`src/logic/soag_pkg.sv`:
```
// shared types and constants for segmented operand address generation
package soag_pkg;

   localparam int SEG_W = 7;
   localparam int OFS_W = 16;
   localparam int REG_W = 4;

   // addressing modes as decoded by the instruction decoder
   typedef enum logic [2:0] {
      SOAG_MODE_REG   = 3'b000,
      SOAG_MODE_LIT   = 3'b001,
      SOAG_MODE_PTR   = 3'b010,
      SOAG_MODE_ABS   = 3'b011,
      SOAG_MODE_TBL   = 3'b100,
      SOAG_MODE_PCREL = 3'b101,
      SOAG_MODE_PCON  = 3'b110,
      SOAG_MODE_PIDX  = 3'b111
   } soag_mode_t;

   // instruction class steering the address space
   typedef enum logic [1:0] {
      SOAG_CLS_MEM   = 2'b00,
      SOAG_CLS_IO    = 2'b01,
      SOAG_CLS_SPIO  = 2'b10,
      SOAG_CLS_JUMP  = 2'b11
   } soag_cls_t;

   // operand width picked by opcode in register mode
   typedef enum logic [1:0] {
      SOAG_W_BYTE = 2'b00,
      SOAG_W_WORD = 2'b01,
      SOAG_W_PAIR = 2'b10,
      SOAG_W_QUAD = 2'b11
   } soag_width_t;

   // address spaces driven towards the bus cycle logic
   typedef enum logic [2:0] {
      SOAG_SP_NONE  = 3'b000,
      SOAG_SP_PROG  = 3'b001,
      SOAG_SP_DATA  = 3'b010,
      SOAG_SP_STACK = 3'b011,
      SOAG_SP_IO    = 3'b100,
      SOAG_SP_SPIO  = 3'b101
   } soag_space_t;

   // the state machine of the generator
   typedef enum logic [1:0] {
      SOAG_ST_IDLE = 2'b00,
      SOAG_ST_ADDR = 2'b01
   } soag_state_t;

   localparam logic [REG_W-1:0] SOAG_REG_ZERO   = 4'h0;
   localparam logic [REG_W-1:0] SOAG_STACK_PAIR = 4'he;
   localparam logic [SEG_W-1:0] SOAG_SEG_RESET  = 7'h00;
   localparam logic [OFS_W-1:0] SOAG_OFS_RESET  = 16'h0000;
   localparam logic [6:0]       SOAG_SHORT_MAX  = 7'h7f;

   // segment field and short offset width inside the first address word
   localparam int SOAG_SEG_MSB = 14;
   localparam int SOAG_SEG_LSB = 8;
   localparam int SOAG_SHORT_W = 8;

   // segmented address: 7-bit segment beside a 16-bit offset
   typedef struct packed {
      logic [SEG_W-1:0] seg;
      logic [OFS_W-1:0] ofs;
   } soag_segaddr_t;

   // request from the instruction decoder
   typedef struct packed {
      soag_mode_t       mode;
      soag_cls_t        cls;
      soag_width_t      width;
      logic             is_load;
      logic             long_fmt;
      logic [REG_W-1:0] ptr_reg;
      logic [REG_W-1:0] idx_reg;
      logic [OFS_W-1:0] word1;
      logic [OFS_W-1:0] word2;
   } soag_req_t;

   // register file read values for the request
   typedef struct packed {
      soag_segaddr_t    ptr_pair;
      logic [OFS_W-1:0] ptr_word;
      logic [OFS_W-1:0] idx_word;
   } soag_regs_t;

   // answer towards the bus cycle logic
   typedef struct packed {
      soag_space_t      space;
      logic             stack;
      soag_segaddr_t    addr;
      logic             use_reg;
      soag_width_t      width;
      logic [REG_W-1:0] reg_sel;
      logic             pc_load;
      logic             illegal;
   } soag_ans_t;

endpackage

```
`src/logic/soag_ofs_adder.sv`:
```
// shared 16-bit offset adder with wraparound
`timescale 1ns/1ns
module soag_ofs_adder #(
   parameter int OFS_W = 16
) (
   // operands
   input  wire logic [OFS_W-1:0] a_i,
   input  wire logic [OFS_W-1:0] b_i,
   // result, carry dropped
   output wire logic [OFS_W-1:0] sum_o
);
   initial begin
      if (OFS_W < 1) begin
         $error("offset width must be positive");
      end
   end

   // carry out of the top bit is discarded on purpose
   wire logic [OFS_W:0] full_sum;
   assign full_sum = {1'b0, a_i} + {1'b0, b_i};
   assign sum_o    = full_sum[OFS_W-1:0];
endmodule

```
`src/logic/soag_top.sv`:
```
// operand effective-address generator, segmented variant
`timescale 1ns/1ns
// Function
// - register mode reads register, width by opcode
// - literal operands fetched from program space
// - pointer mode space follows instruction class
// - stack pair pointer signals stack access
// - word register for I/O, pair for memory
// - register zero never usable as pointer
// - absolute: I/O one word, memory short/long
// - absolute jump loads address into PC
// - table: index plus instruction offset, segment kept
// - table offset wraps, segment never changes
// - table operands always in data space
// - table base short/long; index not zero
// - relative: displacement plus next-instruction PC offset
// - relative operands in program space
// - constant displacement added to base pair offset
// - base stack pair signals stack access
// - index register added to base offset
// - base pair and index not zero
// - register bases always long segmented format
// - indexed-base and constant modes only for loads
module soag_top #(
   parameter int OFS_W = 16,
   parameter int SEG_W = 7
) (
   // clock and reset
   input  wire logic                clk_i,
   input  wire logic                resetn_i,
   // decoder request
   input  wire logic                req_valid_i,
   input  wire soag_pkg::soag_req_t req_i,
   input  wire soag_pkg::soag_regs_t regs_i,
   input  wire soag_pkg::soag_segaddr_t next_pc_i,
   output wire logic                req_ready_o,
   // answer to bus cycle logic
   output wire logic                ans_valid_o,
   input  wire logic                ans_ready_i,
   output soag_pkg::soag_ans_t      ans_o
);
   import soag_pkg::*;

   initial begin
      if (OFS_W != soag_pkg::OFS_W || SEG_W != soag_pkg::SEG_W) begin
         $error("only a 7-bit segment and 16-bit offset are supported");
      end
   end

   soag_state_t   state;
   soag_state_t   next_state;
   soag_ans_t     next_ans;

   // request decode
   wire logic     take;
   wire logic     io_cls;
   wire logic     ptr_zero;
   wire logic     idx_zero;
   wire logic     base_stack;
   wire logic     load_only;
   wire logic     bad_reg;
   assign take       = req_valid_i && (state == SOAG_ST_IDLE);
   assign io_cls     = (req_i.cls == SOAG_CLS_IO) || (req_i.cls == SOAG_CLS_SPIO);
   assign ptr_zero   = (req_i.ptr_reg == SOAG_REG_ZERO);
   assign idx_zero   = (req_i.idx_reg == SOAG_REG_ZERO);
   assign base_stack = (req_i.ptr_reg == SOAG_STACK_PAIR);
   assign load_only  = (req_i.mode == SOAG_MODE_PCON)
                       || (req_i.mode == SOAG_MODE_PIDX);

   // illegal register and non-load combinations per mode
   assign bad_reg =
      ((req_i.mode == SOAG_MODE_PTR) && ptr_zero) ||
      ((req_i.mode == SOAG_MODE_TBL) && idx_zero) ||
      ((req_i.mode == SOAG_MODE_PCON) && ptr_zero) ||
      ((req_i.mode == SOAG_MODE_PIDX) && (ptr_zero || idx_zero)) ||
      (load_only && !req_i.is_load);

   // absolute and table addresses from instruction words
   // short form: seg in word1[14:8], offset low byte in word1[7:0]
   // long form: seg in word1[14:8], offset is word2
   wire soag_segaddr_t inst_addr;
   wire logic [OFS_W-1:0] short_ofs;
   assign short_ofs       = {{(OFS_W-SOAG_SHORT_W){1'b0}}, req_i.word1[SOAG_SHORT_W-1:0]};
   assign inst_addr.seg   = req_i.word1[SOAG_SEG_MSB:SOAG_SEG_LSB];
   assign inst_addr.ofs   = req_i.long_fmt ? req_i.word2 : short_ofs;

   // shared adder operand selection
   wire logic [OFS_W-1:0] add_a;
   wire logic [OFS_W-1:0] add_b;
   wire logic [OFS_W-1:0] add_sum;
   assign add_a = (req_i.mode == SOAG_MODE_TBL)   ? inst_addr.ofs :
                  (req_i.mode == SOAG_MODE_PCREL) ? next_pc_i.ofs :
                  regs_i.ptr_pair.ofs;
   assign add_b = (req_i.mode == SOAG_MODE_TBL)   ? regs_i.idx_word :
                  (req_i.mode == SOAG_MODE_PCREL) ? req_i.word1 :
                  (req_i.mode == SOAG_MODE_PCON)  ? req_i.word1 :
                  regs_i.idx_word;

   soag_ofs_adder #(
      .OFS_W (OFS_W)
   ) u_adder (
      .a_i   (add_a),
      .b_i   (add_b),
      .sum_o (add_sum)
   );

   // pointer-in-register address and space
   wire soag_segaddr_t ptr_addr;
   wire soag_space_t   ptr_space;
   wire soag_space_t   mem_space;
   assign ptr_addr  = io_cls ? {SOAG_SEG_RESET, regs_i.ptr_word} : regs_i.ptr_pair;
   assign mem_space = base_stack ? SOAG_SP_STACK : SOAG_SP_DATA;
   assign ptr_space = (req_i.cls == SOAG_CLS_IO)   ? SOAG_SP_IO :
                      (req_i.cls == SOAG_CLS_SPIO) ? SOAG_SP_SPIO : mem_space;

   // absolute mode: I/O uses word1 only, jumps load the PC
   wire soag_segaddr_t abs_addr;
   wire soag_space_t   abs_space;
   assign abs_addr  = io_cls ? {SOAG_SEG_RESET, req_i.word1} : inst_addr;
   assign abs_space = (req_i.cls == SOAG_CLS_IO)   ? SOAG_SP_IO :
                      (req_i.cls == SOAG_CLS_SPIO) ? SOAG_SP_SPIO :
                      (req_i.cls == SOAG_CLS_JUMP) ? SOAG_SP_PROG : SOAG_SP_DATA;

   // answer formation per mode
   always_comb begin
      next_ans         = '0;
      next_ans.width   = req_i.width;
      next_ans.illegal = bad_reg;
      case (req_i.mode)
         SOAG_MODE_REG: begin
            next_ans.use_reg = 1'b1;
            next_ans.reg_sel = req_i.ptr_reg;
            next_ans.space   = SOAG_SP_NONE;
         end
         SOAG_MODE_LIT: begin
            next_ans.space = SOAG_SP_PROG;
            next_ans.addr  = next_pc_i;
         end
         SOAG_MODE_PTR: begin
            next_ans.space = ptr_space;
            next_ans.stack = !io_cls && base_stack;
            next_ans.addr  = ptr_addr;
         end
         SOAG_MODE_ABS: begin
            next_ans.space   = abs_space;
            next_ans.addr    = abs_addr;
            next_ans.pc_load = (req_i.cls == SOAG_CLS_JUMP);
         end
         SOAG_MODE_TBL: begin
            next_ans.space    = SOAG_SP_DATA;
            next_ans.addr.seg = inst_addr.seg;
            next_ans.addr.ofs = add_sum;
         end
         SOAG_MODE_PCREL: begin
            next_ans.space    = SOAG_SP_PROG;
            next_ans.addr.seg = next_pc_i.seg;
            next_ans.addr.ofs = add_sum;
         end
         SOAG_MODE_PCON,
         SOAG_MODE_PIDX: begin
            next_ans.space    = mem_space;
            next_ans.stack    = base_stack;
            next_ans.addr.seg = regs_i.ptr_pair.seg;
            next_ans.addr.ofs = add_sum;
         end
         default: begin
            next_ans.illegal = 1'b1;
         end
      endcase
   end

   // handshake state
   always_comb begin
      next_state = state;
      case (state)
         SOAG_ST_IDLE: begin
            if (req_valid_i) begin
               next_state = SOAG_ST_ADDR;
            end
         end
         SOAG_ST_ADDR: begin
            if (ans_ready_i) begin
               next_state = SOAG_ST_IDLE;
            end
         end
         default: begin
            next_state = SOAG_ST_IDLE;
         end
      endcase
   end

   always_ff @(posedge clk_i) begin
      if (!resetn_i) begin
         state <= SOAG_ST_IDLE;
      end else begin
         state <= next_state;
      end
   end

   // answer register ahead of the bus address phase
   always_ff @(posedge clk_i) begin
      if (!resetn_i) begin
         ans_o <= '0;
      end else if (take) begin
         ans_o <= next_ans;
      end
   end

   assign req_ready_o = (state == SOAG_ST_IDLE);
   assign ans_valid_o = (state == SOAG_ST_ADDR);

   // checks
   table_space_a: assert property (@(posedge clk_i) disable iff (!resetn_i)
      take && req_i.mode == SOAG_MODE_TBL |=> ans_o.space == SOAG_SP_DATA)
      else $error("table operand not in data space");

   table_wrap_a: assert property (@(posedge clk_i) disable iff (!resetn_i)
      take && req_i.mode == SOAG_MODE_TBL |=>
      ans_o.addr.ofs == OFS_W'($past(inst_addr.ofs) + $past(regs_i.idx_word))
      && ans_o.addr.seg == $past(req_i.word1[SOAG_SEG_MSB:SOAG_SEG_LSB]))
      else $error("table offset or segment wrong");

   lit_prog_a: assert property (@(posedge clk_i) disable iff (!resetn_i)
      take && req_i.mode == SOAG_MODE_LIT |=> ans_o.space == SOAG_SP_PROG)
      else $error("literal not from program space");

   rel_calc_a: assert property (@(posedge clk_i) disable iff (!resetn_i)
      take && req_i.mode == SOAG_MODE_PCREL |=>
      ans_o.space == SOAG_SP_PROG
      && ans_o.addr.ofs == OFS_W'($past(next_pc_i.ofs) + $past(req_i.word1)))
      else $error("relative address wrong");

   ptr_stack_a: assert property (@(posedge clk_i) disable iff (!resetn_i)
      take && req_i.mode == SOAG_MODE_PTR && req_i.cls == SOAG_CLS_MEM |=>
      ans_o.stack == ($past(req_i.ptr_reg) == SOAG_STACK_PAIR))
      else $error("pointer stack indication wrong");

   ptr_zero_a: assert property (@(posedge clk_i) disable iff (!resetn_i)
      take && req_i.mode == SOAG_MODE_PTR && req_i.ptr_reg == SOAG_REG_ZERO
      |=> ans_o.illegal)
      else $error("register zero accepted as pointer");

   base_seg_a: assert property (@(posedge clk_i) disable iff (!resetn_i)
      take && (req_i.mode == SOAG_MODE_PCON || req_i.mode == SOAG_MODE_PIDX) |=>
      ans_o.addr.seg == $past(regs_i.ptr_pair.seg))
      else $error("base segment altered");

   load_only_a: assert property (@(posedge clk_i) disable iff (!resetn_i)
      take && req_i.mode == SOAG_MODE_PIDX && !req_i.is_load |=> ans_o.illegal)
      else $error("indexed base allowed outside loads");

   jump_pc_a: assert property (@(posedge clk_i) disable iff (!resetn_i)
      take && req_i.mode == SOAG_MODE_ABS && req_i.cls == SOAG_CLS_JUMP |=>
      ans_o.pc_load && ans_valid_o)
      else $error("absolute jump does not load the PC");

   io_word_a: assert property (@(posedge clk_i) disable iff (!resetn_i)
      take && req_i.mode == SOAG_MODE_PTR && req_i.cls == SOAG_CLS_IO |=>
      ans_o.addr.ofs == $past(regs_i.ptr_word) && ans_o.space == SOAG_SP_IO)
      else $error("I/O pointer address wrong");

   reg_mode_a: assert property (@(posedge clk_i) disable iff (!resetn_i)
      take && req_i.mode == SOAG_MODE_REG |=>
      ans_o.use_reg && ans_o.space == SOAG_SP_NONE && ans_o.width == $past(req_i.width)
      && ans_o.reg_sel == $past(req_i.ptr_reg))
      else $error("register operand not selected");

   ptr_spio_a: assert property (@(posedge clk_i) disable iff (!resetn_i)
      take && req_i.mode == SOAG_MODE_PTR && req_i.cls == SOAG_CLS_SPIO |=>
      ans_o.space == SOAG_SP_SPIO && ans_o.addr.ofs == $past(regs_i.ptr_word))
      else $error("special I/O pointer access wrong");

   ptr_mem_a: assert property (@(posedge clk_i) disable iff (!resetn_i)
      take && req_i.mode == SOAG_MODE_PTR && req_i.cls == SOAG_CLS_MEM |=>
      ans_o.addr == $past(regs_i.ptr_pair)
      && ans_o.space == (ans_o.stack ? SOAG_SP_STACK : SOAG_SP_DATA))
      else $error("memory pointer address or space wrong");

   abs_short_a: assert property (@(posedge clk_i) disable iff (!resetn_i)
      take && req_i.mode == SOAG_MODE_ABS && req_i.cls == SOAG_CLS_MEM && !req_i.long_fmt |=>
      ans_o.addr.ofs == OFS_W'($past(req_i.word1[SOAG_SHORT_W-1:0]))
      && ans_o.space == SOAG_SP_DATA)
      else $error("short absolute address wrong");

   abs_long_a: assert property (@(posedge clk_i) disable iff (!resetn_i)
      take && req_i.mode == SOAG_MODE_ABS && req_i.cls == SOAG_CLS_MEM && req_i.long_fmt |=>
      ans_o.addr.ofs == $past(req_i.word2)
      && ans_o.addr.seg == $past(req_i.word1[SOAG_SEG_MSB:SOAG_SEG_LSB]))
      else $error("long absolute address wrong");

   abs_io_a: assert property (@(posedge clk_i) disable iff (!resetn_i)
      take && req_i.mode == SOAG_MODE_ABS && req_i.cls == SOAG_CLS_IO |=>
      ans_o.space == SOAG_SP_IO && ans_o.addr.ofs == $past(req_i.word1))
      else $error("I/O absolute address wrong");

   jump_prog_a: assert property (@(posedge clk_i) disable iff (!resetn_i)
      take && req_i.mode == SOAG_MODE_ABS && req_i.cls == SOAG_CLS_JUMP |=>
      ans_o.space == SOAG_SP_PROG
      && ans_o.addr.seg == $past(req_i.word1[SOAG_SEG_MSB:SOAG_SEG_LSB]))
      else $error("absolute jump target wrong");

   table_idx_a: assert property (@(posedge clk_i) disable iff (!resetn_i)
      take && req_i.mode == SOAG_MODE_TBL && req_i.idx_reg == SOAG_REG_ZERO |=> ans_o.illegal)
      else $error("register zero accepted as table index");

   rel_seg_a: assert property (@(posedge clk_i) disable iff (!resetn_i)
      take && req_i.mode == SOAG_MODE_PCREL |=> ans_o.addr.seg == $past(next_pc_i.seg))
      else $error("relative segment wrong");

   pcon_calc_a: assert property (@(posedge clk_i) disable iff (!resetn_i)
      take && req_i.mode == SOAG_MODE_PCON |=>
      ans_o.addr.ofs == OFS_W'($past(regs_i.ptr_pair.ofs) + $past(req_i.word1)))
      else $error("base plus displacement wrong");

   base_stack_a: assert property (@(posedge clk_i) disable iff (!resetn_i)
      take && (req_i.mode == SOAG_MODE_PCON || req_i.mode == SOAG_MODE_PIDX) |=>
      ans_o.stack == ($past(req_i.ptr_reg) == SOAG_STACK_PAIR)
      && ans_o.space == (ans_o.stack ? SOAG_SP_STACK : SOAG_SP_DATA))
      else $error("base stack indication wrong");

   pidx_calc_a: assert property (@(posedge clk_i) disable iff (!resetn_i)
      take && req_i.mode == SOAG_MODE_PIDX |=>
      ans_o.addr.ofs == OFS_W'($past(regs_i.ptr_pair.ofs) + $past(regs_i.idx_word)))
      else $error("base plus index wrong");

   pidx_zero_a: assert property (@(posedge clk_i) disable iff (!resetn_i)
      take && req_i.mode == SOAG_MODE_PIDX
      && (req_i.ptr_reg == SOAG_REG_ZERO || req_i.idx_reg == SOAG_REG_ZERO) |=> ans_o.illegal)
      else $error("register zero accepted as base or index");

   pcon_load_a: assert property (@(posedge clk_i) disable iff (!resetn_i)
      take && req_i.mode == SOAG_MODE_PCON && !req_i.is_load |=> ans_o.illegal)
      else $error("base displacement allowed outside loads");

   ans_hold_a: assert property (@(posedge clk_i) disable iff (!resetn_i)
      ans_valid_o && !ans_ready_i |=> ans_valid_o && $stable(ans_o))
      else $error("answer changed before acceptance");
endmodule

```
`config.mk`:
```
export PLATFORM = sky130hd
export DESIGN_NAME = soag_top
export DESIGN_NICKNAME = d
export VERILOG_FILES = /design/src/logic/soag_pkg.sv /design/src/logic/soag_ofs_adder.sv /design/src/logic/soag_top.sv
export SDC_FILE = /design/constraint.sdc
export NUM_CORES = 1
export LEC_CHECK = 0
export ABC_AREA = 1
export BUFFER_PORTS_ARGS = -buffer_cell sky130_fd_sc_hd__buf_2
export CAP_MARGIN = 20
export CORE_UTILIZATION = 49
export CTS_CLUSTER_DIAMETER = 100
export DETAILED_ROUTE_END_ITERATION = 8
export PLACE_DENSITY = 0.83
export SLEW_MARGIN = 20
export SYNTH_ARGS = -nofsm -noshare
export SYNTH_HDL_FRONTEND = slang
export SYNTH_SLANG_ARGS = --single-unit
```
`constraint.sdc`:
```
create_clock -name clk_i -period 2.8 [get_ports clk_i]
set_input_delay 0 -clock clk_i [delete_from_list [all_inputs] [get_ports clk_i]]
set_output_delay 0 -clock clk_i [all_outputs]
set_load 0.02 [all_outputs]
```
==> flow_summary.json <==
{
  "status": "finished, final reports clean",
  "cts_resized": 0,
  "synthArstFlopShare_pct": 0,
  "cp_common_cell": "nand2_1",
  "fmax_mhz": 433,
  "synth_edf_count": 0,
  "cts_tree": "yes",
  "post_cts_buffers": 0,
  "cts.root.buffer_cell": "clkbuf_8",
  "slowest_delay_ns": 0.31,
  "postLayoutCellArea_sq_mm": 0.00495,
  "numCtsBuffers": 5,
  "num_vias": 5206,
  "vdd_drop_max_v": 0.000273,
  "finalCritPeriodShare_pct": 82.4,
  "startpoint_type": "input pin",
  "worstHoldPathType": "input pin to register",
  "synth_most_common_cell": "nand2_1",
  "synth_warnings": 0,
  "vias_per_cell": 5.60,
  "grtUsageMet2_pct": 63.0,
  "core_sq_mm": 0.00737,
  "dp_hpwl_um": 11600,
  "worst_path_max_delay_cell": "o21ai_0",
  "skew_ns": 0.00597,
  "finalCriticalPeriod_ns": 2.31,
  "met3_usage_pct": 4.74,
  "cts_sinks": 37,
  "max_cap_viol_count": 0,
  "endpoint_kind": "register",
  "path_clk_slew_ns": 0.08,
  "area_growth_pct": 29.9,
  "yosysSeqAreaShare_pct": 19.5,
  "syn_area_per_cell_sq_um": 5.76,
  "finalMaxSlewViolations": 0,
  "dpl_cell_area_sq_mm": 0.00474,
  "yosys.area.top_type_share_pct": 23.1,
  "synthTopCellsByCount": "nand2_1 (234), a21oi_1 (66), inv_1 (66), o21ai_0 (44), nand3_1 (40)",
  "synth_area_leaders": "nand2_1 (23%), dfxtp_1 (19%), a21oi_1 (8.7%), inv_1 (6.5%), ha_1 (6.2%)",
  "crit_family": "simple AND/OR/NAND/NOR gates",
  "worstPathArrival_ns": 2.44,
  "grt_pass1_vias": 4973,
  "path_cells": "buf_2, nand2_2, nand3_2, buf_4, o21ai_0, inv_1, ha_1, nand2_1, nand2_1, nand3b_1, nand2_1, or2_2, nand3_1, nand4_1, nand2_1, a21oi_1",
  "dieArea_sq_mm": 0.00812,
  "use_met1_pct": 44.5,
  "syn_nets": 812,
  "gp_congestion": 0.939,
  "leakage_uw": 0.00268,
  "synth_top_area_cell": "nand2_1",
  "numPortBuffers": 168,
  "synthCells": 661,
  "syn_area_sq_mm": 0.00381,
  "nets": 981,
  "busiest_layer": "met2",
  "cts_max_path_buffers": 2,
  "grt_use_total_pct": 36.3,
  "worstSetupPathType": "input pin to register",
  "drc": 0,
  "num_antenna_cells": 0,
  "die_x_um": 90.1,
  "first_pass_iters": 5,
  "wirelength_um": 14900,
  "slew_headroom_pct": 31.1,
  "fp-row-count": 31,
  "worstMarginPinSlew_ns": 1.03,
  "path_buf_inv": 3,
  "fill_cells": 714,
  "htree_levels": 2,
  "grt_pass1_wl_um": 23600,
  "holdWs_ns": 0.00455,
  "ctsHoldBuffers": 7,
  "antenna_found_initial": 0,
  "wl_per_cell_um": 16.0,
  "drtIter0Drc": 360,
  "chipHeight_um": 90.1,
  "clk_latency_ns": 0.29,
  "initial_core_util_pct": 51.6,
  "setup-tns-final_ns": 0,
  "finalHoldViolations": 0,
  "grt_setup_unrepaired": "no",
  "ys_types": 45,
  "io_pins": 169,
  "grt_max_degree": 33,
  "synth-seq-cells": 37,
  "cp_max_fo": 15,
  "grt.overflow.total": 0,
  "powerDensity_mw_per_mm2": 410,
  "cp_data_required_time_ns": 2.94,
  "finalSetupViolCount": 0,
  "antenna_left": 0,
  "synthFlopType": "dfxtp_1",
  "drive_above_1_share_pct": 26.1
}
cell families (layout without fill, tap and decap cells):
kind of cell,after synthesis,count (layout),share of synthesized area [%]
simple gates,344,344,38.1
fa+ha+maj,20,20,6.77
mux,3,3,0.822
flops,37,37,19.5
compound gates,155,155,23.5
buf+inv,102,272,11.3
final timing paths:
| kind | from | end | slack [ns] | cells past startpoint |
|---|---|---|---|---|
| hold / removal | req_i[42] | ans_o[6] | 0.005 | 3 |
| setup / recovery | req_i[47] | ans_o[14] | 0.49 | 16 |
| hold reg to reg | ans_o[13] | ans_o[13] | 0.46 | 2 |
| setup reg to reg | state[0] | ans_o[7] | 1.08 | 6 |
cells in the final DEF, fill, tap and decap left out, types with 13 or more instances in the layout:
cell,netlist,routed
nand2_1,234,234
buf_2,6,168
inv_1,66,66
a21oi_1,66,66
o21ai_0,44,44
nand3_1,40,40
dfxtp_1,37,37
nor2_1,36,36
ha_1,19,19
o211ai_1,17,17
buf_4,3,13
report_power, final:
part,switching [uW],leakage (uW),internal [uW]
logic,549,0.00231,333
clock network,205,0.0000687,359
registers,19.7,0.000303,562
flip-flops by register name (all words and copies together) (netlist names):
| register | cells |
|---|---|
| state | 1 |
| ans_o | 36 |
layout make-up:
type	instances	area [sq um]	share of cell area, %
Timing Repair Buffer	189	1030	20.8
Multi-Input combinational cell	522	2630	53.3
Clock buffer	5	68.8	1.39
Clock inverter	3	68.8	1.39
Tap cell	99	124	2.50
Sequential cell	37	741	15.0
Inverter	75	282	5.69
per-stage QoR:
stage	instances	total power (uW)	worst slack (ns)	utilization (%)
finish	930	2030	0.492	67.1
global route	930	2160	0.270	67.1
CTS	930	2020	0.514	67.1
detailed placement	915	1450	0.210	64.3
global placement	915	1440	0.195	64.3
floorplan	661	1150	0.360	-
worst reg2reg max path, stage by stage, from the launching register on:
cell,delay [ns]
dfxtp_1,0.32
inv_1,0.08
nand2_1,0.19
buf_4,0.26
o21ai_0,0.17
dlygate4sd3_1,0.57
nor2_1,0.04
layer usage:
| metal | wire (um) | vias up | part of all wire (%) |
|---|---|---|---|
| met2 | 6870 | 345 | 46 |
| met1 | 6070 | 2301 | 41 |
| li1 | - | 2525 | - |
| met3 | 1440 | 35 | 9.7 |
| met4 | 495 | 0 | 3.3 |
| met5 | 0 | - | 0 |
Note: power is estimated with default switching activity, not from simulation.
